<file path="config.mk">
export PLATFORM = sky130hd
export DESIGN_NAME = selfid_receive_dma
export DESIGN_NICKNAME = d
export VERILOG_FILES = /design/src/hw/selfid_receive_dma.v
export VERILOG_INCLUDE_DIRS = /design/src /design/src/include
export SDC_FILE = /design/constraint.sdc
export NUM_CORES = 1
export LEC_CHECK = 0
export CORE_AREA = 2 2 131 133
export CTS_CLUSTER_DIAMETER = 40
export DETAILED_ROUTE_END_ITERATION = 8
export DIE_AREA = 0 0 133 135
export DONT_BUFFER_PORTS = 1
export PLACE_DENSITY = 0.64
export RECOVER_POWER = 25
export SYNTH_ARGS = -nofsm -noshare
export SYNTH_HDL_FRONTEND = slang
export SYNTH_SLANG_ARGS = --single-unit
</file>
<file path="constraint.sdc">
create_clock -name mclk -period 8.5 [get_ports mclk]
set_input_delay 2.55 -clock mclk [delete_from_list [all_inputs] [get_ports mclk]]
set_output_delay 2.55 -clock mclk [all_outputs]
set_load 0.05 [all_outputs]
</file>
<file path="src/include/selfid_receive_dma_regs.vh">
// Offsets, field positions, reset values and limits of the self-ID capture block
`ifndef SELFID_RECEIVE_DMA_REGS_VH
`define SELFID_RECEIVE_DMA_REGS_VH

`define ADDR_BUFFER_BASE   8'h00
`define ADDR_TALLY_STATUS  8'h04
`define ADDR_LINK_SETUP    8'h08
`define ADDR_EVENT_STATUS  8'h0c
`define ADDR_EVENT_MASK    8'h10

`define BASE_LSB           11
`define EPOCH_LSB          16
`define COUNT_LSB          2
`define ERROR_BIT          31
`define ACCEPT_BIT         0

`define EVT_BUS_RESET      0
`define EVT_PHASE_DONE     1
`define EVT_CAPTURE_ERROR  2
`define EVT_WIDTH          3

`define BASE_RESET         21'h000000
`define EPOCH_MAX          8'hff
`define COUNT_FULL         11'h7ff
`define BUFFER_QUADLETS    10'h200

`endif

</file>
<file path="src/hw/selfid_receive_dma.v">
// Self-ID receive DMA: captures initialization self-ID quadlets into a host buffer
`timescale 1ns/1ps
`default_nettype none
`include "selfid_receive_dma_regs.vh"

module selfid_receive_dma (
  input  wire        mclk,
  input  wire        rst,
  input  wire [7:0]  reg_addr,
  input  wire [31:0] reg_wdata,
  input  wire        reg_wr,
  input  wire        reg_rd,
  output reg  [31:0] reg_rdata,
  output wire        irq,
  input  wire        bus_reset_start,
  input  wire        bus_reset_end,
  input  wire        subaction_gap,
  input  wire        sid_valid,
  input  wire [31:0] sid_quadlet,
  input  wire        sid_rx_error,
  input  wire [6:0]  bus_time_secs,
  input  wire [12:0] bus_time_cycles,
  output reg         ar_req_valid,
  output reg  [31:0] ar_req_data,
  output wire        mem_wr_valid,
  output reg  [31:0] mem_wr_addr,
  output reg  [31:0] mem_wr_data,
  input  wire        mem_wr_ready,
  input  wire        mem_wr_error
);

  localparam [2:0] S_IDLE  = 3'd0;
  localparam [2:0] S_RESET = 3'd1;
  localparam [2:0] S_HEAD  = 3'd2;
  localparam [2:0] S_CAPT  = 3'd3;
  localparam [2:0] S_SKIP  = 3'd4;
  localparam [10:0] FULL_VALUE = `COUNT_FULL;

  reg [2:0]            state;
  reg [20:0]           capture_buffer_base;
  reg [7:0]            bus_init_epoch;
  reg [8:0]            captured_quadlet_count;
  reg                  capture_error_flag;
  reg                  accept_identity_packets;
  reg [`EVT_WIDTH-1:0] event_status;
  reg [`EVT_WIDTH-1:0] event_mask;
  reg [9:0]            write_index;
  reg                  seq_error;
  reg                  mem_pend;
  reg                  mem_stale;

  wire mem_done  = mem_pend & mem_wr_ready;
  wire mem_ok    = mem_done & ~mem_wr_error & ~mem_stale;
  wire mem_bad   = mem_done & mem_wr_error & ~mem_stale;
  wire capturing = (state == S_HEAD) | (state == S_CAPT);
  wire sid_take  = (state == S_CAPT) & sid_valid & ~seq_error & ~bus_reset_start;
  wire overflow  = sid_take & (write_index == `BUFFER_QUADLETS);
  wire overrun   = sid_take & ~overflow & mem_pend & ~mem_done;
  wire rx_bad    = capturing & sid_rx_error;
  wire new_error = ~bus_reset_start & capturing & (rx_bad | mem_bad | overflow | overrun);
  wire finish    = ~bus_reset_start & (state == S_CAPT) & subaction_gap;
  wire skip_done = ~bus_reset_start & (state == S_SKIP) & subaction_gap;
  wire clr_hit   = reg_wr & (reg_addr == `ADDR_EVENT_STATUS);

  reg [`EVT_WIDTH-1:0] evt_set;
  always @* begin
    evt_set = {`EVT_WIDTH{1'b0}};
    evt_set[`EVT_BUS_RESET] = bus_reset_start;
    evt_set[`EVT_PHASE_DONE] = finish | skip_done;
    evt_set[`EVT_CAPTURE_ERROR] = new_error;
  end

  assign mem_wr_valid = mem_pend;
  assign irq = |(event_status & event_mask);

  // Register file writes and event bits; a set in the same cycle wins over its clear
  always @(posedge mclk or posedge rst) begin
    if (rst) begin
      capture_buffer_base <= `BASE_RESET;
      accept_identity_packets <= 1'b0;
      event_status <= {`EVT_WIDTH{1'b0}};
      event_mask <= {`EVT_WIDTH{1'b0}};
    end else begin
      if (reg_wr && reg_addr == `ADDR_BUFFER_BASE) begin
        capture_buffer_base <= reg_wdata[31:`BASE_LSB];
      end
      if (reg_wr && reg_addr == `ADDR_LINK_SETUP) begin
        accept_identity_packets <= reg_wdata[`ACCEPT_BIT];
      end
      if (reg_wr && reg_addr == `ADDR_EVENT_MASK) begin
        event_mask <= reg_wdata[`EVT_WIDTH-1:0];
      end
      event_status <= (event_status & ~(clr_hit ? reg_wdata[`EVT_WIDTH-1:0] : {`EVT_WIDTH{1'b0}}))
                      | evt_set;
    end
  end

  // Registered read data, one cycle after the strobe
  always @(posedge mclk or posedge rst) begin
    if (rst) begin
      reg_rdata <= 32'h00000000;
    end else if (reg_rd) begin
      case (reg_addr)
        `ADDR_BUFFER_BASE: begin
          reg_rdata <= {capture_buffer_base, 11'h000};
        end
        `ADDR_TALLY_STATUS: begin
          reg_rdata <= {capture_error_flag, 7'h00, bus_init_epoch, 5'h00,
                        captured_quadlet_count, 2'b00};
        end
        `ADDR_LINK_SETUP: begin
          reg_rdata <= {31'h00000000, accept_identity_packets};
        end
        `ADDR_EVENT_STATUS: begin
          reg_rdata <= {29'h00000000, event_status};
        end
        `ADDR_EVENT_MASK: begin
          reg_rdata <= {29'h00000000, event_mask};
        end
        default: begin
          reg_rdata <= 32'h00000000;
        end
      endcase
    end else begin
      reg_rdata <= 32'h00000000;
    end
  end

  // Capture sequencer
  always @(posedge mclk or posedge rst) begin
    if (rst) begin
      state <= S_IDLE;
      bus_init_epoch <= 8'h00;
      write_index <= 10'h000;
      seq_error <= 1'b0;
    end else if (bus_reset_start) begin
      state <= S_RESET;
      write_index <= 10'h000;
      seq_error <= 1'b0;
    end else begin
      if (new_error) begin
        seq_error <= 1'b1;
      end
      case (state)
        S_IDLE: begin
          state <= S_IDLE;
        end
        S_RESET: begin
          if (bus_reset_end) begin
            if (accept_identity_packets) begin
              state <= S_HEAD;
              bus_init_epoch <= (bus_init_epoch == `EPOCH_MAX) ? 8'h00
                                : bus_init_epoch + 8'h01;
            end else begin
              state <= S_SKIP;
            end
          end
        end
        S_HEAD: begin
          if (!mem_pend || mem_done) begin
            state <= S_CAPT;
            write_index <= 10'h001;
          end
        end
        S_CAPT: begin
          if (subaction_gap) begin
            state <= S_IDLE;
          end else if (sid_take && !overflow && !overrun) begin
            write_index <= write_index + 10'h001;
          end
        end
        S_SKIP: begin
          if (subaction_gap) begin
            state <= S_IDLE;
          end
        end
        default: begin
          state <= S_IDLE;
        end
      endcase
    end
  end

  // Host memory write port, one quadlet in flight
  always @(posedge mclk or posedge rst) begin
    if (rst) begin
      mem_pend <= 1'b0;
      mem_stale <= 1'b0;
      mem_wr_addr <= 32'h00000000;
      mem_wr_data <= 32'h00000000;
    end else begin
      if (mem_done) begin
        mem_pend <= 1'b0;
        mem_stale <= 1'b0;
      end
      if (bus_reset_start) begin
        mem_stale <= mem_pend & ~mem_done;
      end else if (state == S_HEAD && (!mem_pend || mem_done)) begin
        mem_pend <= 1'b1;
        mem_stale <= 1'b0;
        mem_wr_addr <= {capture_buffer_base, 11'h000};
        mem_wr_data <= {8'h00, bus_init_epoch, bus_time_secs[2:0],
                        bus_time_cycles};
      end else if (sid_take && !overflow && !overrun && !new_error) begin
        mem_pend <= 1'b1;
        mem_stale <= 1'b0;
        mem_wr_addr <= {capture_buffer_base, write_index[8:0], 2'b00};
        mem_wr_data <= sid_quadlet;
      end
    end
  end

  // Tally status: count, error flag
  always @(posedge mclk or posedge rst) begin
    if (rst) begin
      captured_quadlet_count <= 9'h000;
      capture_error_flag <= 1'b0;
    end else begin
      if (bus_reset_start) begin
        captured_quadlet_count <= 9'h000;
      end else if (overflow) begin
        captured_quadlet_count <= FULL_VALUE[8:0];
      end else if (mem_ok && !seq_error && captured_quadlet_count != FULL_VALUE[8:0]) begin
        captured_quadlet_count <= captured_quadlet_count + 9'h001;
      end
      if (new_error) begin
        capture_error_flag <= 1'b1;
      end else if (finish && !seq_error) begin
        capture_error_flag <= 1'b0;
      end
    end
  end

  // Self-ID quadlets outside the initialization phase go to request receive
  always @(posedge mclk or posedge rst) begin
    if (rst) begin
      ar_req_valid <= 1'b0;
      ar_req_data <= 32'h00000000;
    end else begin
      ar_req_valid <= (state == S_IDLE) & sid_valid & ~bus_reset_start;
      if ((state == S_IDLE) && sid_valid) begin
        ar_req_data <= sid_quadlet;
      end
    end
  end

endmodule
`default_nettype wire

</file>
==> impl_metrics.tcl <==
set metrics [dict create \
    dieHeight_um 135 \
    synth_top_area_share_pct 59.3 \
    grt_setup_unrepaired "no" \
    ys_types 57 \
    synth_seq_cells 189 \
    syn_area_per_cell_um2 12.3 \
    cp_slowest_stage_delay_ns 0.87 \
    wl_per_cell_um 20.7 \
    hold_end "capture_buffer_base[18]" \
    gp_congestion 0.829 \
    hp-class "reg -> reg" \
    gr-total-overflow 0 \
    switching_share_pct 30.4 \
    antenna_cells 0 \
    yosysMostFrequentCell "dfrtp_1" \
    status "finished, violations left" \
    path_buf_inv 0 \
    grt_max_degree 72 \
    clockBufferDepth 2 \
    pwr-share-comb_pct 4.7 \
    die_w_um 133 \
    grt_pass1_vias 5404 \
    skew_ns 0.0107 \
    synth_edf_count 0 \
    final.setup.worst_slack_ns 3.24 \
    n_fill_cell 1410 \
    grtUsageTotal_pct 20.9 \
    peakVddDrop_mv 0.142 \
    whs_ns 0.521 \
    path_clk_slew_ns 0.08 \
    yosysWarnings 0 \
    cts_resized 0 \
    clk_latency_ns 0.43 \
    power.switching_uw 635 \
    fp.coreArea_um2 16400 \
    period_share_pct 61.8 \
    syn-cell-area_um2 7980 \
    hold_violations 0 \
    path_cells "or2_0 -> or4_1 -> nor4_4 -> nand2_1 -> mux2_1" \
    cts_hold_buf 0 \
    syn_to_final_growth_pct 9.76 \
    reg2reg_from "mem_wr_valid" \
    place_worst_setup_slack_ns 2.79 \
    cp-end-kind "flip-flop" \
    cts_tree "built" \
    tightestPinTransition_ns 2.17 \
    ff2ff_path_depth 6 \
    synth_common_cells "dfrtp_1, mux2_2, a21oi_1" \
    finalCriticalPeriod_ns 5.26 \
    start_kind "primary input" \
    fmaxAchievable_mhz 190 \
    power.total_uw 2090 \
    cap_viol_max_count 2 \
    slowest_stage "nand2_1" \
    synth_top_cell_by_area "dfrtp_1" \
    rows 47 \
    htree_levels 4 \
    grt_pass1_wl_um 29400 \
    synth_area_leaders "dfrtp_1, mux2_2, o32ai_1, a21oi_1, a22o_1" \
    post-route-drc-count 0 \
    dpl.hpwl_um 12500 \
    whs_path_depth 1 \
    drt_iter0_markers 235 \
    synth_seq_area_share_pct 59.3 \
    finalSetupTns_ns 0 \
    start_util_pct 48.6 \
    regToRegEndpoint "mem_wr_addr[2]" \
    p_int_uw 1450 \
    clkSinkCount 189 \
    cpLargestDelayFamily "simple AND/OR/NAND/NOR gates" \
    cts_root_buf "clkbuf_16" \
    pin_count 234 \
    final_nets 742 \
    slew_headroom_pct -45.5 \
    worstPathRequired_ns 8.81 \
    clock_power_share_pct 40.2 \
    cts_setup_buffers 0 \
    slew_violations 85 \
    via_per_inst 5.91 \
    final_cells 867 \
    portBuffers 0 \
    timing.hold.worst.start "capture_buffer_base[18]" \
    r2r_setup_slack_ns 5.13 \
    violations "max-capacitance violations, max-slew violations" \
    crit_type "in -> reg" \
    ys.flop_type "dfrtp_1" \
    cp_max_fo 22 \
    antenna_found_initial 0 \
    postRouteAntennaNets 0 \
    p_seq_share_pct 55.0 \
    async_reset_ff_share_pct 100 \
    finalSetupViolCount 0 \
    drive_above_1_share_pct 19.6 \
    crit_arrival_ns 5.57 \
    drt_wl_total_um 18000 \
    cts_buffers 17 \
    p_per_area_nw_per_um2 239 \
    drtPass1Iterations 5 \
    dp.cells 835 \
    die-area_um2 18000 \
    syn_inst 650 \
    via_count 5128 \
    leakage_uw 0.00404 \
]
## state kept, by name, summed over array words and instances, names as in the netlist
signal / flops
mem_stale: 1
event_mask: 3
seq_error: 1
capture_buffer_base: 21
bus_init_epoch: 8
reg_rdata: 32
mem_wr_data: 32
write_index: 10
capture_error_flag: 1
ar_req_valid: 1
mem_wr_addr: 30
state: 3
mem_wr_valid: 1
event_status: 3
accept_identity_packets: 1
captured_quadlet_count: 9
ar_req_data: 32
## through the flow
stage,instance area (µm²),utilization (%)
finish,8750,53.4
global route,8750,53.4
CTS,8760,53.4
detailed placement,8120,49.5
global placement,8120,49.5
floorplan,7980,-
## how the worst max path moves through the flow
stage          cells after the start  slack [ns]                       to         from
6_report                           5        3.24  capture_buffer_base[18]  reg_addr[5]
5_1_grt                            5        3.00  capture_buffer_base[17]  reg_addr[5]
4_1_cts                            5        3.25  capture_buffer_base[17]  reg_addr[5]
3_5_place_dp                       5        2.79  capture_buffer_base[17]  reg_addr[5]
3_3_place_gp                       5        2.78  capture_buffer_base[17]  reg_addr[5]
2_1_floorplan                      1        0.81  accept_identity_packets          rst
## routing by layer
metal | vias up | part of all wire, % | track usage (%)
li1 | 2309 | - | -
met1 | 2599 | 42 | 26.2
met2 | 200 | 48 | 33.9
met3 | 20 | 8.3 | 7.17
met4 | 0 | 1.2 | 7.29
met5 | - | 0 | 0
## area by class of cell
class                           count  area, µm²  share of cell area, %
Sequential cell                   189       4730                   54.0
Multi-Input combinational cell    384       2930                   33.5
Clock buffer                       17        425                   4.86
Tap cell                          220        275                   3.14
Clock inverter                     15        214                   2.44
Inverter                           36        136                   1.56
Timing Repair Buffer                6       41.3                  0.472
## logic make-up (layout without fill, tap and decap cells)
| logic type | Yosys count | after routing | synth area share [%] |
|---|---|---|---|
| simple gates | 145 | 145 | 9.94 |
| fa+ha+maj | 5 | 5 | 0.784 |
| other cells | 1 | 2 | 0.0470 |
| flops | 189 | 189 | 59.3 |
| compound gates | 134 | 134 | 11.9 |
| mux | 85 | 85 | 12.4 |
| xor+xnor | 13 | 13 | 1.43 |
| buf+inv | 78 | 74 | 4.22 |
## power groups by stage
stage | logic [µW] | registers [µW] | clock network [µW]
after global placement | 95.8 | 1170 | 0
after CTS | 101 | 1150 | 862
after global routing | 112 | 1160 | 904
after detailed placement | 101 | 1170 | 0
after floorplan | 92.5 | 1150 | 0
final | 98.7 | 1150 | 841
## cells in the final DEF, fill, tap and decap left out, types with 7 or more instances in the layout
cell type,instances
dfrtp_1,189
mux2_2,69
a21oi_1,40
inv_1,35
nand2_1,28
nor2_1,26
and3_1,24
o32ai_1,24
a22o_1,19
clkbuf_16,17
nand3_1,15
o21ai_0,14
mux2_4,10
nor3_1,9
a22oi_1,9
xor2_1,7
No activity file was read; power rests on OpenSTA's default activity.
